`src/design/psb_pkg.sv`:
```
// Purpose: Shared constants for the slot sideband board and card ends
// Assumes: One 125 MHz clock; slot pins modelled as in/out/enable triples
// Notes:   Output enables are active low (low while driving)
// Function
// - One request and grant per master, request released in reset
// - Arbiter ignores requests during reset
// - Master ignores its grant during reset
// - Parity error driven two clocks after data
// - Parity error one clock per bad phase
// - Parity error driven high one clock, then released
// - Report parity only as master or claimed target
// - System error for address, special cycle, fatal
// - System error low one clock, never high
// - Collector reports each sampled system error clock
// - Interrupts active low open drain level
// - Interrupt held until software clears request
// - Single function card uses pin A only
// - Riser upper slot AD22, pins rotate F G H E
// - Slot signals sampled on rising clock edge
package psb_pkg;
  localparam int unsigned PSB_MASTERS   = 4;
  localparam int unsigned PSB_INT_PINS  = 4;
  localparam int unsigned PSB_IRQ_LINES = 4;
  // Parity error reporting delay after the data phase, in clocks
  localparam int unsigned PSB_PERR_DELAY = 2;
  // Upper riser slot configuration select address line
  localparam int unsigned PSB_UPPER_IDSEL_BIT = 22;
  // Board lines E..H indices
  localparam logic [1:0] PSB_LINE_E = 2'h0;
  localparam logic [1:0] PSB_LINE_F = 2'h1;
  localparam logic [1:0] PSB_LINE_G = 2'h2;
  localparam logic [1:0] PSB_LINE_H = 2'h3;
  typedef enum logic [1:0] {
    PSB_PERR_IDLE  = 2'h0,
    PSB_PERR_LOW   = 2'h1,
    PSB_PERR_HIGH  = 2'h3
  } psb_perr_t;
endpackage

```
`src/design/psb_if.sv`:
```
`timescale 1ns/10ps
// Purpose: Slot sideband wires between the board and the card agents
// Assumes: Enables are active low; resolution is done by the testbench
// Notes:   Per master request/grant, shared parity, system error, interrupts
interface psb_if;
  import psb_pkg::*;
  logic [PSB_MASTERS-1:0]  req_n_out;
  logic [PSB_MASTERS-1:0]  req_n_oe_n;
  logic [PSB_MASTERS-1:0]  req_n_in;
  logic [PSB_MASTERS-1:0]  gnt_n_out;
  logic [PSB_MASTERS-1:0]  gnt_n_oe_n;
  logic [PSB_MASTERS-1:0]  gnt_n_in;
  logic                    perr_n_out;
  logic                    perr_n_oe_n;
  logic                    perr_n_in;
  logic                    serr_n_out;
  logic                    serr_n_oe_n;
  logic                    serr_n_in;
  logic [PSB_INT_PINS-1:0] int_n_out;
  logic [PSB_INT_PINS-1:0] int_n_oe_n;
  logic [PSB_INT_PINS-1:0] int_n_in;
  logic                    bus_rst;
  modport board (
    input  req_n_in, serr_n_in, int_n_in, perr_n_in,
    output gnt_n_out, gnt_n_oe_n, bus_rst
  );
  modport card (
    input  gnt_n_in, bus_rst,
    output req_n_out, req_n_oe_n, perr_n_out, perr_n_oe_n,
    output serr_n_out, serr_n_oe_n, int_n_out, int_n_oe_n
  );
endinterface

```
`src/design/psb_card.sv`:
```
`timescale 1ns/10ps
// Purpose: Card end: bus request, parity/system error and interrupt drive
// Assumes: User side supplies one-cycle error and data phase indications
// Notes:   Master index selects which request/grant pair this card owns
module psb_card #(
  parameter int unsigned MASTER_IDX = 0,
  parameter bit          MULTI_FUNC = 1'b0
) (
  input  wire logic                          sys_clk_in,
  input  wire logic                          srst_in,
  psb_if.card                                slot,
  input  wire logic                          want_bus_in,
  input  wire logic                          err_enable_in,
  input  wire logic                          data_phase_in,
  input  wire logic                          parity_bad_in,
  input  wire logic                          is_master_in,
  input  wire logic                          devsel_claimed_in,
  input  wire logic                          special_cycle_in,
  input  wire logic                          addr_parity_bad_in,
  input  wire logic                          fatal_err_in,
  input  wire logic [psb_pkg::PSB_INT_PINS-1:0] int_req_in,
  output logic                               granted_out
);
  import psb_pkg::*;

  // ----------------------------------------------------------------
  // Request and parity error state
  // ----------------------------------------------------------------
  logic                       req_on;
  logic                       next_req_on;
  logic                       granted;
  logic                       next_granted;
  // State register is the last delay stage, so the pipe is one shorter
  logic [PSB_PERR_DELAY-2:0]  perr_pipe;
  logic [PSB_PERR_DELAY-2:0]  next_perr_pipe;
  psb_perr_t                  perr_st;
  psb_perr_t                  next_perr_st;
  logic                       serr_on;
  logic                       next_serr_on;
  logic [PSB_INT_PINS-1:0]    int_on;
  logic [PSB_INT_PINS-1:0]    next_int_on;
  logic                       perr_detect;
  logic                       serr_detect;

  // Special cycle data errors go to system error, never parity error
  assign perr_detect = err_enable_in && data_phase_in && parity_bad_in && !special_cycle_in
                       && (is_master_in || devsel_claimed_in);
  assign serr_detect = err_enable_in && (addr_parity_bad_in || fatal_err_in
                       || (data_phase_in && parity_bad_in && special_cycle_in));

  always_comb begin
    next_req_on    = !slot.bus_rst && want_bus_in;
    next_granted   = !slot.bus_rst && !slot.gnt_n_in[MASTER_IDX];
    next_perr_pipe = (PSB_PERR_DELAY-1)'({perr_pipe, perr_detect});
    next_serr_on   = serr_detect && !slot.bus_rst;
    next_perr_st   = perr_st;
    unique case (perr_st)
      PSB_PERR_IDLE: if (perr_pipe[PSB_PERR_DELAY-2]) next_perr_st = PSB_PERR_LOW;
      PSB_PERR_LOW: begin
        // Stays low while consecutive phases keep failing
        if (!perr_pipe[PSB_PERR_DELAY-2]) next_perr_st = PSB_PERR_HIGH;
      end
      PSB_PERR_HIGH: begin
        if (perr_pipe[PSB_PERR_DELAY-2]) next_perr_st = PSB_PERR_LOW;
        else next_perr_st = PSB_PERR_IDLE;
      end
      default: next_perr_st = PSB_PERR_IDLE;
    endcase
    if (slot.bus_rst) begin
      next_perr_st   = PSB_PERR_IDLE;
      next_perr_pipe = '0;
    end
    // Level held by user until software clears the source
    next_int_on = int_req_in;
    if (!MULTI_FUNC) next_int_on = {{(PSB_INT_PINS-1){1'b0}}, int_req_in[0]};
  end

  always_ff @(posedge sys_clk_in) begin
    if (srst_in) begin
      req_on      <= 1'b0;
      granted     <= 1'b0;
      perr_pipe   <= '0;
      perr_st     <= PSB_PERR_IDLE;
      serr_on     <= 1'b0;
      int_on      <= '0;
      granted_out <= 1'b0;
    end else begin
      req_on      <= next_req_on;
      granted     <= next_granted;
      perr_pipe   <= next_perr_pipe;
      perr_st     <= next_perr_st;
      serr_on     <= next_serr_on;
      int_on      <= next_int_on;
      granted_out <= next_granted;
    end
  end

  // ----------------------------------------------------------------
  // Pin drive
  // ----------------------------------------------------------------
  genvar m;
  generate
    for (m = 0; m < PSB_MASTERS; m++) begin : g_req
      assign slot.req_n_out[m]  = !(req_on && (m == MASTER_IDX));
      assign slot.req_n_oe_n[m] = !((m == MASTER_IDX) && !slot.bus_rst);
    end
  endgenerate

  assign slot.perr_n_out  = (perr_st != PSB_PERR_LOW);
  assign slot.perr_n_oe_n = (perr_st == PSB_PERR_IDLE);
  assign slot.serr_n_out  = 1'b0;
  assign slot.serr_n_oe_n = !serr_on;
  assign slot.int_n_out   = '0;
  assign slot.int_n_oe_n  = ~int_on;
endmodule // psb_card

```
`src/flat_wrapper.sv`:
```
// flat-port wrapper written by rule: the top's interface ports become plain ports
module psb_card_flat import psb_pkg::*;
#(
  parameter int unsigned MASTER_IDX = 0,
  parameter bit          MULTI_FUNC = 1'b0
)
  (sys_clk_in, srst_in, want_bus_in, err_enable_in, data_phase_in, parity_bad_in, is_master_in, devsel_claimed_in, special_cycle_in, addr_parity_bad_in, fatal_err_in, int_req_in, granted_out, slot_gnt_n_in, slot_bus_rst, slot_req_n_out, slot_req_n_oe_n, slot_perr_n_out, slot_perr_n_oe_n, slot_serr_n_out, slot_serr_n_oe_n, slot_int_n_out, slot_int_n_oe_n);
  psb_if slot_i ();
  input  wire logic sys_clk_in;
  input  wire logic srst_in;
  input  wire logic want_bus_in;
  input  wire logic err_enable_in;
  input  wire logic data_phase_in;
  input  wire logic parity_bad_in;
  input  wire logic is_master_in;
  input  wire logic devsel_claimed_in;
  input  wire logic special_cycle_in;
  input  wire logic addr_parity_bad_in;
  input  wire logic fatal_err_in;
  input  wire logic [psb_pkg::PSB_INT_PINS-1:0] int_req_in;
  output logic granted_out;
  input wire logic [$bits(slot_i.gnt_n_in)-1:0] slot_gnt_n_in;
  input wire logic [$bits(slot_i.bus_rst)-1:0] slot_bus_rst;
  output wire logic [$bits(slot_i.req_n_out)-1:0] slot_req_n_out;
  output wire logic [$bits(slot_i.req_n_oe_n)-1:0] slot_req_n_oe_n;
  output wire logic [$bits(slot_i.perr_n_out)-1:0] slot_perr_n_out;
  output wire logic [$bits(slot_i.perr_n_oe_n)-1:0] slot_perr_n_oe_n;
  output wire logic [$bits(slot_i.serr_n_out)-1:0] slot_serr_n_out;
  output wire logic [$bits(slot_i.serr_n_oe_n)-1:0] slot_serr_n_oe_n;
  output wire logic [$bits(slot_i.int_n_out)-1:0] slot_int_n_out;
  output wire logic [$bits(slot_i.int_n_oe_n)-1:0] slot_int_n_oe_n;
  assign slot_i.gnt_n_in = slot_gnt_n_in;
  assign slot_i.bus_rst = slot_bus_rst;
  assign slot_req_n_out = slot_i.req_n_out;
  assign slot_req_n_oe_n = slot_i.req_n_oe_n;
  assign slot_perr_n_out = slot_i.perr_n_out;
  assign slot_perr_n_oe_n = slot_i.perr_n_oe_n;
  assign slot_serr_n_out = slot_i.serr_n_out;
  assign slot_serr_n_oe_n = slot_i.serr_n_oe_n;
  assign slot_int_n_out = slot_i.int_n_out;
  assign slot_int_n_oe_n = slot_i.int_n_oe_n;
  psb_card #(.MASTER_IDX(MASTER_IDX), .MULTI_FUNC(MULTI_FUNC)) u_core (.sys_clk_in(sys_clk_in), .srst_in(srst_in), .slot(slot_i), .want_bus_in(want_bus_in), .err_enable_in(err_enable_in), .data_phase_in(data_phase_in), .parity_bad_in(parity_bad_in), .is_master_in(is_master_in), .devsel_claimed_in(devsel_claimed_in), .special_cycle_in(special_cycle_in), .addr_parity_bad_in(addr_parity_bad_in), .fatal_err_in(fatal_err_in), .int_req_in(int_req_in), .granted_out(granted_out));
endmodule
```
`config.mk`:
```
export PLATFORM = sky130hd
export DESIGN_NAME = psb_card_flat
export DESIGN_NICKNAME = d
export VERILOG_FILES = /design/src/design/psb_pkg.sv /design/src/design/psb_if.sv /design/src/design/psb_card.sv /design/src/flat_wrapper.sv
export SDC_FILE = /design/constraint.sdc
export NUM_CORES = 1
export LEC_CHECK = 0
export ABC_AREA = 1
export BUFFER_PORTS_ARGS = -buffer_cell sky130_fd_sc_hd__buf_2
export CAP_MARGIN = 15
export CORE_MARGIN = 2
export CORE_UTILIZATION = 29
export DETAILED_ROUTE_END_ITERATION = 6
export MAX_ROUTING_LAYER = met4
export PLACE_DENSITY = 0.79
export SYNTH_ARGS = -nofsm -noshare
export SYNTH_HDL_FRONTEND = slang
export SYNTH_SLANG_ARGS = --single-unit
```
`constraint.sdc`:
```
create_clock -name sys_clk_in -period 0.8 [get_ports sys_clk_in]
set_input_delay 0.08 -clock sys_clk_in [delete_from_list [all_inputs] [get_ports sys_clk_in]]
set_output_delay 0.08 -clock sys_clk_in [all_outputs]
set_load 0.05 [all_outputs]
```
After elaboration in Yosys (flattened, before gate mapping)
Cells that the tools add are included.
W data, S select, Z words.
- output and inout bits: 21
- register bits: 10
- mux-type cells: 4
- equality and inequality tests: 5
- bitwise logic cells: 1
- reduce and logical (&&, ||, !) cells: 21
- operators with widths (kind ; number):
    $logic_and A1 B1 Y1 ; 10
    $pmux W2 S3 ; 1
    $logic_not A1 Y1 ; 5
    $mux W2 ; 2
    $ne A2 B1 Y1 const B ; 2
    $not A4 Y4 ; 1
    $logic_or A1 B1 Y1 ; 3
    $eq A2 B1 Y1 const B ; 1
    $eq A2 B2 Y1 const B ; 1
    $logic_not A2 Y1 ; 1
    $ne A2 B2 Y1 const B ; 1
    $reduce_and A2 Y1 ; 1
    $reduce_or A2 Y1 ; 1
    $mux W1 ; 1

Logic depth before layout (Yosys ltp)
- word-level depth: 5
- gate-level depth with buffers: 4
- gate-level depth less buffers: 4

Worst setup path after synthesis
Ideal clock, no wire load.
- path kind: reg2out
- start point: register u_core.perr_st[1]
- end point: output port slot_perr_n_oe_n
- stages on the path, launching flop included: 2
- data required time: 720 ps
- arrival time: 973 ps
- path slack: -253 ps
- path buffers: 0
- path through: dfxtp_1 > nor2_1
- word-level cells in the longest chain between the ends: 1
- RTL lines (what ; RTL line ; text):
    start: declaration ; psb_card.sv:36 ; psb_perr_t perr_st;
    start signal: assignment ; psb_card.sv:91 ; perr_st <= next_perr_st;
    $logic_not A2 Y1 ; psb_card.sv:110 ; assign slot.perr_n_oe_n = (perr_st == PSB_PERR_IDLE);
    end: declaration ; flat_wrapper.sv:27 ; output wire logic [$bits(slot_i.perr_n_oe_n)-1:0] slot_perr_n_oe_n;
Every way passes these cells.

Final worst setup path
- start point: register u_core.perr_st[0]
- end point: output port slot_perr_n_out
- word-level cells in the longest chain between the ends: 1
- RTL lines (what ; RTL line ; text):
    $ne A2 B1 Y1 ; psb_card.sv:109 ; assign slot.perr_n_out = (perr_st != PSB_PERR_LOW);
    end: declaration ; flat_wrapper.sv:26 ; output wire logic [$bits(slot_i.perr_n_out)-1:0] slot_perr_n_out;
Every way passes these cells.

==> key figures <==
Synth
  – Top FF cell, synth: dfxtp_1
  – Post-synth EDFFs: 0
  – Most common cell in the netlist: buf_4
  – Cell accounting for the most synthesized area: dfxtp_1
  – Yosys top cell area share: 0.359
  – Synth Instances: 55
  – Synth unique cells: 10
  – Mapped Avg Cell Area: 7.10 um^2
  – Post-synth top cells: 15 x buf_4, 11 x inv_1, 9 x nor2_1
  – Syn. warnings: 0
  – Synth Cell Area: 390 um^2
  – Top cells by area, synth: dfxtp_1 36%, buf_4 29%, inv_1 11%, nor2_1 8.7%, nand2_1 5.8%
  – Register area share after synthesis: 0.359
  – FF+latch count, synth: 7
  – Post-synth ARST share: 0

Run status
  – Failing checks: negative setup slack
  – Outcome: complete, but fails checks

Clocking
  – Total CTS buffers: 3
  – Clock root cell: clkbuf_4
  – Clock tree sinks: 7
  – Post-CTS Setup Repair Bufs: 0
  – H-tree Lvls: 1
  – CTS tree: done
  – Clk pin slew, worst setup/hold paths: 60 ps
  – Clock Tree Buf Depth: 2
  – Worst-Skew Late Latency: between 200 and 300 ps

Worst setup path
  – Critical Path Source: u_core.perr_st[0]
  – Arrival @ worst endpoint: 910 ps
  – Worst-path fanout max: 2
  – R2r worst-path depth: 5
  – RR Endpoint: u_core.perr_st[0]
  – RR Startpoint: u_core.perr_st[0]
  – Critical Path RT: around 720 ps
  – Critical Path End: slot_perr_n_out
  – Crit end category: output pin
  – Flop-to-flop setup slack: 20 ps
  – Startpoint Class: register
  – Crit Path Category: register to output pin

Timing
  – Post-route minimum period: 987 ps
  – Finish-stage setup viols: 5
  – Slew Viols, Final: 0
  – Fmax: between 1000 and 1500 MHz
  – RSZ-0062 raised after global routing: yes
  – Fin worst setup slack: -187 ps
  – Final Hold Vio Count: 0
  – Hold_ws: 27.4 ps
  – Layout Skew: 0.139 ps
  – Final Cycle Share: 1.23
  – Post-route setup TNS: -398 ps

Routing
  – Post-route DRC: 0
  – DR vias: roughly 340
  – Final ANT Viol Nets: 0
  – 1st-iter DRT viols: 3
  – Via density: ~3.6
  – Drt first pass iters: 2
  – Routed WL: 620 um
  – Routed WL per cell: roughly 6.6 um

Place
  – Post-Place Cells: between 80 and 90
  – Gpl congestion: 0.535
  – Cell Area, Placed: 452 um^2
  – DP Worst Slack: -19.0 ps
  – Port buffer count: 20
  – DP HPWL: between 500 and 600 um

Pwr
  – Total power: 0.964 mW
  – Cell Pwr Density: 1720 nW/um^2
  – Lkg Pwr: between 0.3 and 0.4 nW
  – Peak supply drop: between 0.5 and 0.6 mV

Layout
  – Final cell count without fillers: 94
  – Layout cells sized above 1: 0.494
  – Design Area, Final: 562 um^2
  – Nets: 100
  – Final core utilization: 0.437
  – # diodes: 0
  – Area Overhead vs Synth: 43.9%

Die
  – # rows: 13
  – Width of the chip: just over 40 um
  – Starting Density: 0.304
  – Ports: 41
  – Die Area: ~1700 um^2
  – Die Span Y: 40.7 um
  – Core area: 1280 um^2

Global routing
  – Largest net degree at the start of global routing: 6
  – First-pass GRT wire length: 876 um
  – Vias in the first global route: 269
  – Initial antenna violation count: 0
  – GRT Total Usage: 0.0926
  – Global route overflow: 0

Min path
  – Worst min-delay path class: input port to register
  – Hold path start: int_req_in[0]
  – Hold path cells: 3

Job
  – Number of max-cap violations: 0
cell families after synthesis:
kind of cell | share of synthesized area
simple gates | 0.205
buf+inv | 0.394
compound gates | 0.0224
flops | 0.359
other cells | 0.0192
metal layers:
layer / GRT usage / part of all wire / vias to the layer above
met5: - / 0 / -
met4: 0.100 / 0.034 / 0
met3: 0.0489 / 0.10 / 4
met2: 0.187 / 0.60 / 19
met1: 0.0390 / 0.27 / 144
li1: - / - / 175
registers in the layout, indices dropped and copies added, names as in the netlist:
signal	count
u_core.granted_out	1
u_core.perr_st	2
u_core.serr_on	1
u_core.int_on	1
u_core.req_on	1
u_core.perr_pipe	1
power by group:
group          internal, mW  switching [mW]  total [mW]
Clock                 0.183           0.134       0.316
Sequential            0.360         0.00415       0.364
Combinational        0.0636           0.220       0.284
Total                 0.606           0.358       0.964
critical path: stages, from the launching register on:
cell     delay (ps)
dfxtp_2         340
inv_2            50
nor2_4           90
inv_2            40
buf_6           140
worst min-delay path by stage:
stage | slack, ps | end
floorplan | 150 | u_core.int_on[0]
finish | 30 | u_core.int_on[0]
global placement | 240 | u_core.granted_out
CTS | 20 | u_core.int_on[0]
global route | 40 | u_core.int_on[0]
detailed placement | 250 | u_core.granted_out
area by class of cell:
type                       count  area [um^2]
multi-input combinational     34          151
clock buffer                   3         22.5
sequential                     7          146
fill                         138          723
timing repair buffer          23          176
clock inverter                 1         5.00
tap                           15         18.8
inverter                      11         41.3
timing repair:
action	4_1_cts	5_1_grt
pin swaps	1	0
hold buffers	2	0
hold endpoints to repair	2	0
resized for setup	16	10
setup endpoints to repair	8	8
layout by cell type, fill, tap and decap left out:
master,count
buf_8,3
dlygate4sd3_1,2
buf_2,14
buf_6,3
a21oi_2,1
inv_1,7
nor2_2,3
nand3_1,1
nor2_4,1
dfxtp_2,5
nand4_1,1
clkinv_2,1
inv_2,4
clkbuf_4,3
nor2_1,7
nand2_1,6
conb_1,14
dfxtp_1,2
buf_4,1
Note: power is estimated with default switching activity, not from simulation.
